### src/inc/sac_pkg.sv
// shared constants and types for the serial converter control link
package sac_pkg;
  localparam int RES_W          = 10;    // result width in bits
  localparam int ADDR_W         = 4;     // channel address width
  localparam int XFER_CLKS      = 10;    // transfer clocks per sequence
  localparam int ADDR_CLKS      = 4;     // address clocks, sampling starts after these
  localparam int CONV_CYCLES    = 44;    // conversion clock cycles per conversion
  localparam int SEL_RISE_NEED  = 2;     // conversion clock rises before select falls count
  localparam int CLK_MHZ        = 200;   // core clock rate
  localparam int CONV_MAX_NS    = 21000; // longest conversion from hold instant
  localparam int CONV_MAX_CYC   = (CONV_MAX_NS * CLK_MHZ) / 1000;
  localparam int CCLK_DIV       = 47;    // half period in core cycles; 44 periods fit 21 us
  localparam int XCLK_DIV       = 32;    // core cycles per transfer clock half period
  localparam int FIFO_DEPTH     = 32;    // result buffer depth in words
  localparam logic [3:0] SELF_TEST_CHANNEL = 4'hB;            // internal test voltage
  localparam logic [9:0] SELF_TEST_CODE    = 10'h200;         // mid-scale test result
  localparam logic [9:0] RESULT_RST        = 10'h000;
  typedef enum logic [1:0] {SAC_IDLE, SAC_SAMPLE, SAC_CONVERT} sac_conv_e;
endpackage : sac_pkg

### src/inc/sac_if.sv
// pin-level link between the controller and the converter
`timescale 1ns/1ps
interface sac_if;
  logic sel_n;      // device select, active low
  logic xfer_clk;   // transfer clock
  logic conv_clk;   // conversion clock
  logic addr_in;    // serial address
  logic dout;       // serial result, valid only while dout_oe
  logic dout_oe;    // device drives result pin
  modport dev  (input sel_n, xfer_clk, conv_clk, addr_in, output dout, dout_oe);
  modport host (output sel_n, xfer_clk, conv_clk, addr_in, input dout, dout_oe);
endinterface : sac_if

### src/rtl/sac_dev.sv
// converter end: select filter, serial shifter, sample and conversion sequencer
// Notes on behaviour
// - select high: output floats, inputs ignored
// - select low counts after two rises, one fall
// - msb of old result appears immediately
// - four address bits captured on rising edges
// - first four falls shift bits two to five
// - next five falls shift bits six to ten
// - sampling starts after fourth falling edge
// - tenth fall holds, converts over 44 cycles
// - host then raises select or idles clock
// - select fall resets, aborts conversion
// - new full sequence abandons running conversion
// - select may stay low, ten clocks repeat
// - both clocks independent, no phase relation
// - shared clock: first two clocks skip address
// - shared clock: host raises select at twelfth
// - shared clock: select high converts on it
// - host may strobe hold with tenth fall
// - conversion ends within 21 us of hold
// - address 1011 selects internal test voltage
`timescale 1ns/1ps
module sac_dev (
  input  wire logic       clk_i,
  input  wire logic       rst_i,
  sac_if.dev              link,
  input  wire logic [9:0] analog_code_i,  // stand-in for the sampled input level
  output logic      [3:0] channel_o,      // multiplexer address being sampled
  output logic            sampling_o,
  output logic            converting_o,
  output logic            conv_done_o,    // one cycle when a result is latched
  output logic            timeout_o       // conversion ran past its longest time
);
  // three-stage synchronisers for the four pins
  logic [2:0] sel_s_ff, xclk_s_ff, cclk_s_ff, addr_s_ff;
  logic       sel_q_ff, xclk_q_ff, cclk_q_ff;
  logic       sel_n, xclk, cclk, addr;
  logic       xrise, xfall, crise, cfall, sel_fall;

  // pins are asynchronous: second and third stages must agree, except addr which takes the third stage alone
  always_ff @(posedge clk_i or posedge rst_i) begin
    if (rst_i) begin
      sel_s_ff  <= 3'h7;
      xclk_s_ff <= 3'h0;
      cclk_s_ff <= 3'h0;
      addr_s_ff <= 3'h0;
    end else begin
      sel_s_ff  <= {sel_s_ff[1:0], link.sel_n};
      xclk_s_ff <= {xclk_s_ff[1:0], link.xfer_clk};
      cclk_s_ff <= {cclk_s_ff[1:0], link.conv_clk};
      addr_s_ff <= {addr_s_ff[1:0], link.addr_in};
    end
  end

  assign sel_n = (sel_s_ff[2] == sel_s_ff[1]) ? sel_s_ff[2] : sel_q_ff;
  assign xclk  = (xclk_s_ff[2] == xclk_s_ff[1]) ? xclk_s_ff[2] : xclk_q_ff;
  assign cclk  = (cclk_s_ff[2] == cclk_s_ff[1]) ? cclk_s_ff[2] : cclk_q_ff;
  assign addr  = addr_s_ff[2];

  // settled copies for edge detection
  always_ff @(posedge clk_i or posedge rst_i) begin
    if (rst_i) begin
      sel_q_ff  <= 1'b1;
      xclk_q_ff <= 1'b0;
      cclk_q_ff <= 1'b0;
    end else begin
      sel_q_ff  <= sel_n;
      xclk_q_ff <= xclk;
      cclk_q_ff <= cclk;
    end
  end

  assign xrise    = xclk && !xclk_q_ff;
  assign xfall    = !xclk && xclk_q_ff;
  assign crise    = cclk && !cclk_q_ff;
  assign cfall    = !cclk && cclk_q_ff;
  assign sel_fall = !sel_n && sel_q_ff;

  // select filter: two conversion clock rises then a fall
  logic [1:0] rise_cnt_ff;
  logic       sel_ok_ff;
  always_ff @(posedge clk_i or posedge rst_i) begin
    if (rst_i) begin
      rise_cnt_ff <= 2'h0;
      sel_ok_ff   <= 1'b0;
    end else if (sel_n) begin
      rise_cnt_ff <= 2'h0;
      sel_ok_ff   <= 1'b0;
    end else if (!sel_ok_ff) begin
      if (crise && rise_cnt_ff != 2'(sac_pkg::SEL_RISE_NEED))
        rise_cnt_ff <= rise_cnt_ff + 2'h1;
      else if (cfall && rise_cnt_ff == 2'(sac_pkg::SEL_RISE_NEED))
        sel_ok_ff <= 1'b1;
    end
  end

  // a shared clock's first two cycles are eaten by the filter, so edges
  // counted only after acceptance skip the address automatically
  logic       sel_ok_q_ff;
  logic       accept;
  logic [3:0] bit_cnt_ff;
  logic [9:0] shift_ff, hold_ff;
  logic [3:0] addr_sr_ff;
  logic       tenth_fall;
  assign accept     = sel_ok_ff && !sel_ok_q_ff;
  assign tenth_fall = sel_ok_ff && xfall && bit_cnt_ff == 4'(sac_pkg::XFER_CLKS - 1);

  // transfer shifter; counter wraps so ten clocks repeat while select low
  always_ff @(posedge clk_i or posedge rst_i) begin
    if (rst_i) begin
      sel_ok_q_ff <= 1'b0;
      bit_cnt_ff  <= 4'h0;
      shift_ff    <= sac_pkg::RESULT_RST;
      addr_sr_ff  <= 4'h0;
    end else begin
      sel_ok_q_ff <= sel_ok_ff;
      if (accept) begin
        bit_cnt_ff <= 4'h0;
        shift_ff   <= hold_ff;
      end else if (sel_ok_ff) begin
        if (xrise && bit_cnt_ff < 4'(sac_pkg::ADDR_CLKS))
          addr_sr_ff <= {addr_sr_ff[2:0], addr};
        if (xfall) begin
          if (tenth_fall) begin
            bit_cnt_ff <= 4'h0;
            shift_ff   <= hold_ff;
          end else begin
            bit_cnt_ff <= bit_cnt_ff + 4'h1;
            shift_ff   <= {shift_ff[8:0], 1'b0};
          end
        end
      end
    end
  end

  // conversion sequencer on conversion clock enables
  sac_pkg::sac_conv_e st_ff;
  logic [5:0]  ccnt_ff;
  logic [12:0] tcnt_ff;
  logic [3:0]  chan_ff;
  logic [9:0]  samp_ff;
  always_ff @(posedge clk_i or posedge rst_i) begin
    if (rst_i) begin
      st_ff   <= sac_pkg::SAC_IDLE;
      ccnt_ff <= 6'h0;
      chan_ff <= 4'h0;
      samp_ff <= sac_pkg::RESULT_RST;
      hold_ff <= sac_pkg::RESULT_RST;
    end else if (sel_fall) begin
      st_ff <= sac_pkg::SAC_IDLE;
    end else begin
      case (st_ff)
        sac_pkg::SAC_IDLE: begin
          if (sel_ok_ff && xfall && bit_cnt_ff == 4'(sac_pkg::ADDR_CLKS - 1)) begin
            st_ff   <= sac_pkg::SAC_SAMPLE;
            chan_ff <= addr_sr_ff;
          end
        end
        sac_pkg::SAC_SAMPLE: begin
          if (tenth_fall) begin
            st_ff   <= sac_pkg::SAC_CONVERT;
            ccnt_ff <= 6'h0;
            samp_ff <= (chan_ff == sac_pkg::SELF_TEST_CHANNEL) ?
                       sac_pkg::SELF_TEST_CODE : analog_code_i;
          end
        end
        sac_pkg::SAC_CONVERT: begin
          // a new address phase abandons this conversion; hold keeps old result
          if (sel_ok_ff && xfall && bit_cnt_ff == 4'(sac_pkg::ADDR_CLKS - 1)) begin
            st_ff   <= sac_pkg::SAC_SAMPLE;
            chan_ff <= addr_sr_ff;
          end else if (crise) begin
            if (ccnt_ff == 6'(sac_pkg::CONV_CYCLES - 1)) begin
              st_ff   <= sac_pkg::SAC_IDLE;
              hold_ff <= samp_ff;
            end else begin
              ccnt_ff <= ccnt_ff + 6'h1;
            end
          end
        end
        default: st_ff <= sac_pkg::SAC_IDLE;
      endcase
    end
  end

  // watchdog on the longest conversion time
  always_ff @(posedge clk_i or posedge rst_i) begin
    if (rst_i) begin
      tcnt_ff   <= 13'h0;
      timeout_o <= 1'b0;
    end else if (st_ff != sac_pkg::SAC_CONVERT) begin
      tcnt_ff <= 13'h0;
    end else begin
      tcnt_ff <= tcnt_ff + 13'h1;
      if (tcnt_ff == 13'(sac_pkg::CONV_MAX_CYC)) timeout_o <= 1'b1;
    end
  end

  // registered outputs
  always_ff @(posedge clk_i or posedge rst_i) begin
    if (rst_i) begin
      link.dout    <= 1'b0;
      link.dout_oe <= 1'b0;
      channel_o    <= 4'h0;
      sampling_o   <= 1'b0;
      converting_o <= 1'b0;
      conv_done_o  <= 1'b0;
    end else begin
      link.dout    <= accept ? hold_ff[9] : shift_ff[9];
      link.dout_oe <= sel_ok_ff && !sel_n;
      channel_o    <= chan_ff;
      sampling_o   <= st_ff == sac_pkg::SAC_SAMPLE;
      converting_o <= st_ff == sac_pkg::SAC_CONVERT;
      conv_done_o  <= st_ff == sac_pkg::SAC_CONVERT && crise && !sel_fall &&
                      ccnt_ff == 6'(sac_pkg::CONV_CYCLES - 1) &&
                      !(sel_ok_ff && xfall && bit_cnt_ff == 4'(sac_pkg::ADDR_CLKS - 1));
    end
  end
endmodule : sac_dev

### src/flat_wrapper.sv
// flat-port wrapper written by rule: the top's interface ports become plain ports
module sac_dev_flat 
  (clk_i, rst_i, analog_code_i, channel_o, sampling_o, converting_o, conv_done_o, timeout_o, link_sel_n, link_xfer_clk, link_conv_clk, link_addr_in, link_dout, link_dout_oe);
  sac_if link_i ();
  input  wire logic clk_i;
  input  wire logic rst_i;
  input  wire logic [9:0] analog_code_i;
  output logic      [3:0] channel_o;
  output logic sampling_o;
  output logic converting_o;
  output logic conv_done_o;
  output logic timeout_o;
  input wire logic [$bits(link_i.sel_n)-1:0] link_sel_n;
  input wire logic [$bits(link_i.xfer_clk)-1:0] link_xfer_clk;
  input wire logic [$bits(link_i.conv_clk)-1:0] link_conv_clk;
  input wire logic [$bits(link_i.addr_in)-1:0] link_addr_in;
  output wire logic [$bits(link_i.dout)-1:0] link_dout;
  output wire logic [$bits(link_i.dout_oe)-1:0] link_dout_oe;
  assign link_i.sel_n = link_sel_n;
  assign link_i.xfer_clk = link_xfer_clk;
  assign link_i.conv_clk = link_conv_clk;
  assign link_i.addr_in = link_addr_in;
  assign link_dout = link_i.dout;
  assign link_dout_oe = link_i.dout_oe;
  sac_dev u_core (.clk_i(clk_i), .rst_i(rst_i), .link(link_i), .analog_code_i(analog_code_i), .channel_o(channel_o), .sampling_o(sampling_o), .converting_o(converting_o), .conv_done_o(conv_done_o), .timeout_o(timeout_o));
endmodule
### config.mk
export PLATFORM = sky130hd
export DESIGN_NAME = sac_dev_flat
export DESIGN_NICKNAME = d
export VERILOG_FILES = /design/src/inc/sac_pkg.sv /design/src/inc/sac_if.sv /design/src/rtl/sac_dev.sv /design/src/flat_wrapper.sv
export SDC_FILE = /design/constraint.sdc
export NUM_CORES = 1
export LEC_CHECK = 0
export ABC_AREA = 1
export BUFFER_PORTS_ARGS = -buffer_cell sky130_fd_sc_hd__buf_2
export CAP_MARGIN = 20
export CORE_ASPECT_RATIO = 0.9
export CORE_MARGIN = 2
export CORE_UTILIZATION = 54
export CTS_CLUSTER_DIAMETER = 100
export DETAILED_ROUTE_END_ITERATION = 10
export GPL_ROUTABILITY_DRIVEN = 1
export GPL_TIMING_DRIVEN = 0
export HOLD_SLACK_MARGIN = 0.15
export PLACE_DENSITY = 0.75
export SLEW_MARGIN = 5
export SYNTH_ARGS = -nofsm -noshare
export SYNTH_HDL_FRONTEND = slang
export SYNTH_SLANG_ARGS = --single-unit
export TNS_END_PERCENT = 10
### constraint.sdc
create_clock -name clk_i -period 2.9 [get_ports clk_i]
set_input_delay 0.58 -clock clk_i [delete_from_list [all_inputs] [get_ports clk_i]]
set_output_delay 0.58 -clock clk_i [all_outputs]
set_load 0.01 [all_outputs]
# After elaboration in Yosys (flattened, before gate mapping)
# Cells that the tools add are included.
# op_classes
n_mul	0
n_eq_ne	22
addsub	4
div	0
reduce_logical	40
muxes	33
magnitude_cmp	1
n_bitwise	4
n_shift	0
# ops
op	n
2-to-1 mux 10 bit	5
2-to-1 mux 6 bit	4
2-to-1 mux 2 bit	9
logical AND 1 bit	17
2-to-1 mux 4 bit	4
adder 13 x 1 -> 13 bit, second input constant	1
== test 13 bit, second input constant	1
2-to-1 mux 13 bit	1
case mux 6 bit (2 select lines)	1
AND reduction 3 bit	3
== test 4 bit, second input constant	2
zero test 1 bit	8
2-to-1 mux 1 bit	8
!= test 2 bit, second input constant	4
nonzero test 2 bit	4
adder 6 x 1 -> 6 bit, second input constant	1
== test 6 bit, second input constant	1
!= test 2 x 1 -> 1 bit, second input constant	3
!= test 3 x 1 -> 1 bit, second input constant	2
case mux 2 bit (3 select lines)	1
AND reduction 2 bit	3
AND reduction 6 bit	1
AND reduction 5 bit	1
adder 4 x 1 -> 4 bit, second input constant	1
other kinds (12)	18
# word_totals
ramBits	0
romBits	0
n_memories	0
reg_bits	92
inputBits	16
latch_bits	0
out_inout_bits	10

# Longest topological paths before layout
# depth
depth_word	10
ltp_mapped	10
ltp_nobuf	9

# Least setup slack after synthesis
# Ideal clock, no wire load.
# synth_timing
path_kind	flip-flop to flip-flop
from	register u_core.bit_cnt_ff[0]
to	register u_core.hold_ff[0]
arrival_ps	1244
n_path_buf	1
slack_ps	1538
synth_period_minus_slack_ps	1362
required_ps	2782
stages_incl_launch_ff	10
setup_time_ps	118
cell_sequence	dfrtp_1 > ha_1 > inv_1 > nor3_2 > nand2_4 > nand2_2 > nor2_4 > buf_6 > nand2_1 > o21ai_2
# synth_between
elab_chain_len	4
# synth_rtl
element	line	source
start: declaration	sac_dev.sv:101	logic [3:0] bit_cnt_ff;
start signal: assignment	sac_dev.sv:128	bit_cnt_ff <= bit_cnt_ff + 4'h1;
== test 4 x 2 -> 1 bit	sac_dev.sv:169	if (sel_ok_ff && xfall && bit_cnt_ff == 4'(sac_pkg::ADDR_CLKS - 1)) begin
logical AND 1 bit	sac_dev.sv:169	
inverter 1 bit (no line)	--	
AND reduction 5 bit (no line)	--	
end signal: assignment	sac_dev.sv:148	hold_ff <= sac_pkg::RESULT_RST;
end signal: assignment	sac_dev.sv:175	hold_ff <= samp_ff;
end: declaration	sac_dev.sv:102	logic [9:0] shift_ff, hold_ff;
# Every way passes these cells.
# A chain may end at the register's enable or synchronous reset.

# Final worst setup path
# layout_timing
from	register u_core.chan_ff[2]
to	register u_core.samp_ff[1]
# layout_between
elab_chain_len	2
# layout_rtl
element	line	source
start: declaration	sac_dev.sv:140	logic [3:0] chan_ff;
start signal: assignment	sac_dev.sv:156	chan_ff <= addr_sr_ff;
start signal: assignment	sac_dev.sv:171	chan_ff <= addr_sr_ff;
== test 4 bit	sac_dev.sv:163	samp_ff <= (chan_ff == sac_pkg::SELF_TEST_CHANNEL) ?
2-to-1 mux 10 bit	sac_dev.sv:163	
end signal: assignment	sac_dev.sv:147	samp_ff <= sac_pkg::RESULT_RST;
end signal: assignment	sac_dev.sv:163	
end: declaration	sac_dev.sv:141	logic [9:0] samp_ff;
# Every way passes these cells.

==> flow_summary.toml <==
[yosys]
synth.distinct_cells = 36
ys_seq_area_share_pct = 55.5
synth_fa_ha_area_share_pct = 1.81
synth_top_cell_area_share_pct = 53.0
syn_nets = 469
synthTopCellsByArea = "dfrtp_1 (53%), nand2_1 (8.7%), inv_1 (5.8%)"
synthCells = 447
syn_area_um2 = 4160
avgSynthCellArea_um2 = 9.30
synth_top_family_by_area = "simple AND/OR/NAND/NOR gates"
yosysWarnings = 0
synth_edf_count = 0
synth-simple-area-share_pct = 23.4
synth_top_cell_by_area = "dfrtp_1"
synth.area.mux_share_pct = 0
synth_ff_type = "dfrtp_1"
async_flop_share_pct = 100
synth-xor-area-share_pct = 0.632
synth_seq_cells = 92
synth-compound-area-share_pct = 10.4

[global_route]
antenna_found_initial = 0
grt_max_degree = 42
overflow = 0
grt_pass1_wl_mm = 12.7
grt_pass1_vias = 2868
grtUsageTotal_pct = 19.6

[clock_network]
clk_latency_ps = 360
cts_made_buffers = 9
clk_pin_slew_ps = 90
cts_setup_buffers = 0
h-tree-depth = 3
cts_root_buf = "clkbuf_8"
clk_path_buf_depth = 2
postCtsHoldBufs = 0
cts.sinks = 92
cts_resized = 0
cts_tree = "done"

[timing]
setup_viol = 0
hold_viol = 0
fin_crit_ps = 1650
clock_skew_ps = 10.7
tightest_slew_ps = 569
grt_setup_unrepaired = "false"
relSlewSlack_pct = 61.8
timing.final.ws_setup_ps = 1250
fin_setup_tns_ps = 0
finalCritPeriodShare_pct = 56.8
drv_slew = 0
hold_slack_ps = 259
fmax_mhz = 608

[cells_and_area]
area_growth_pct = 11.4
fin_nets = 507
nFillCells = 629
diodes = 0
instances_no_fill = 586
drive_gt1_share_pct = 21.2
fin_util_pct = 61.7

[pwr]
powerDensity_nw_per_um2 = 474
sw_frac_of_total_pct = 23.7
p_leak_nw = 2.27
clkPwrFrac_pct = 36.1
p_comb_share_pct = 4.0
power_switching_mw = 0.521
vdd_ir_drop_max_uv = 338
seqPwrFrac_pct = 59.9
cellInternalPower_mw = 1.67

[floorplanning]
initial_core_util_pct = 55.3
die_y_um = 87.2
die_area_um2 = 8410
core_um2 = 7510
dieWidth_um = 96.5
io_pins = 26
rows = 30

[critical_path]
r2r-start = "u_core.chan_ff[2]$_DFFE_PP0P_"
cp_slowest_cell = "nor3_1"
path_cells = "nor3_1 -> clkinv_1 -> nand2_1 -> o21ai_2"
critical_path_buf_inv_count = 1
required_ps = 3150
critical_path_class = "flop to flop"
cp_max_fo = 9
cp-startpoint = "u_core.chan_ff[2]$_DFFE_PP0P_"
setup.worst_path.start_class = "flop"
crit_path_max_incr_delay_ps = 500
critPathTopFamily = "simple AND/OR/NAND/NOR gates"
arrival_ps = 1890
endpoint_kind = "flop"

[routing]
dr_total_vias = 2955
drt_drc_violations_left = 0
drtAntennaViolNets = 0
drtPass1Iterations = 6
post_drt_wl_per_cell_um = 12.2
wl_mm = 7.18
via_per_inst = 5.04
drt_iter0_drc = 139

[place]
port_buffers = 25
dpl.cell_count = 570
gp_congestion = 0.875
dp_hpwl_mm = 5.14
place_ws_ps = 1290

[run_status]
status = "completed"

[min_path]
hold_class = "input pin to asynchronous set/reset pin"

[job]
maxCapViolCount = 0
power groups by stage:
stage / registers, mW / clock network (mW) / logic, mW
finish: 1.31 / 0.791 / 0.0874
detailed placement: 1.34 / 0 / 0.0888
global placement: 1.34 / 0 / 0.0788
CTS: 1.31 / 0.822 / 0.0904
floorplan: 1.34 / 0 / 0.0568
global route: 1.32 / 0.860 / 0.102
per-stage QoR:
step,instance area [µm²],total power [mW]
floorplan,4160,1.39
global placement,4400,1.42
detailed placement,4440,1.43
CTS,4630,2.23
global route,4630,2.28
finish,4630,2.19
worst register-to-register path: stages (launching register included):
cell      delay (ps)
dfrtp_1          400
nor3_1           500
clkinv_1         400
nand2_1          170
o21ai_2           70
cells in the final DEF (no fill, tap or decap), drive strengths merged:
| cell | n |
|---|---|
| clkbuf | 11 |
| dfstp | 4 |
| xnor2 | 1 |
| ha | 6 |
| o21a | 2 |
| o21bai | 1 |
| o21ai | 49 |
| buf | 35 |
| clkinvlp | 3 |
| nor2 | 39 |
| or2 | 1 |
| inv | 67 |
| nand4 | 6 |
| nor3 | 8 |
| nand3 | 41 |
| nor4 | 1 |
| o22ai | 1 |
| nand2 | 107 |
| a21oi | 12 |
| nand3b | 2 |
| dfrtp | 88 |
| xor2 | 2 |
| clkinv | 3 |
worst paths after layout:
kind	to	slack, ps	cells past startpoint
setup / recovery	u_core.samp_ff[1]$_DFFE_PP0P_	1250	4
hold / removal	u_core.link.dout$_DFF_PP0_	260	2
setup reg to reg	u_core.samp_ff[1]$_DFFE_PP0P_	1250	4
hold reg to reg	u_core.cclk_s_ff[1]$_DFF_PP0_	360	0
max in group asynchronous	u_core.sel_s_ff[2]$_DFF_PP1_	1810	4
min in group clk_i	u_core.sel_s_ff[0]$_DFF_PP1_	320	1
cells by family after synthesis:
family | count (synthesis)
AND/OR/NAND/NOR | 205
flip-flops | 92
buffers and inverters | 76
AO/OA/AOI/OAI | 65
adder cells (fa/ha/maj) | 6
XOR/XNOR | 3
metal layers:
metal / GRT usage [%] / vias to the layer above / share of wire (%) / routed length (µm)
met5: 0 / - / 0 / 0
met4: 7.04 / 0 / 1.4 / 100
met3: 4.94 / 9 / 3.6 / 259
met2: 32.2 / 53 / 49 / 3550
met1: 25.4 / 1395 / 46 / 3270
li1: - / 1498 / - / -
Yosys cell counts (2+ instances only):
master    count
nand4_1       5
nor3_1        7
o21ai_2      25
xor2_1        2
inv_1        64
o21ai_1       5
nor2_4        2
nor2_2        2
nand2_4       7
buf_2         2
o21a_1        2
dfrtp_1      88
dfstp_2       4
ha_1          6
nand2_2       4
a21oi_1      12
nor2_1       34
nand3_1      40
o21ai_0      19
buf_6         5
nand3b_1      2
nand2_1      96
sequential cells by signal, summed over array words and instances, names as in the netlist, 2 cells and up:
register and count:
u_core.tcnt_ff 13, u_core.hold_ff 10, u_core.samp_ff 10, u_core.shift_ff 10
u_core.ccnt_ff 6, u_core.addr_sr_ff 4, u_core.bit_cnt_ff 4, u_core.chan_ff 4
u_core.channel_o 4, u_core.addr_s_ff 3, u_core.cclk_s_ff 3, u_core.sel_s_ff 3
u_core.xclk_s_ff 3, u_core.rise_cnt_ff 2, u_core.st_ff 2
cell type report:
cell class | instances | area [µm²] | share of cell area, %
flip-flops and latches | 92 | 2310 | 49.9
multi-input cells | 279 | 1510 | 32.6
inverters | 67 | 258 | 5.57
repair buffers | 27 | 165 | 3.57
clock buffers | 10 | 138 | 2.97
well taps | 96 | 120 | 2.60
plain buffers | 9 | 85.1 | 1.84
clock inverters | 6 | 46.3 | 1.00
Power figures use the tool's default switching activity.
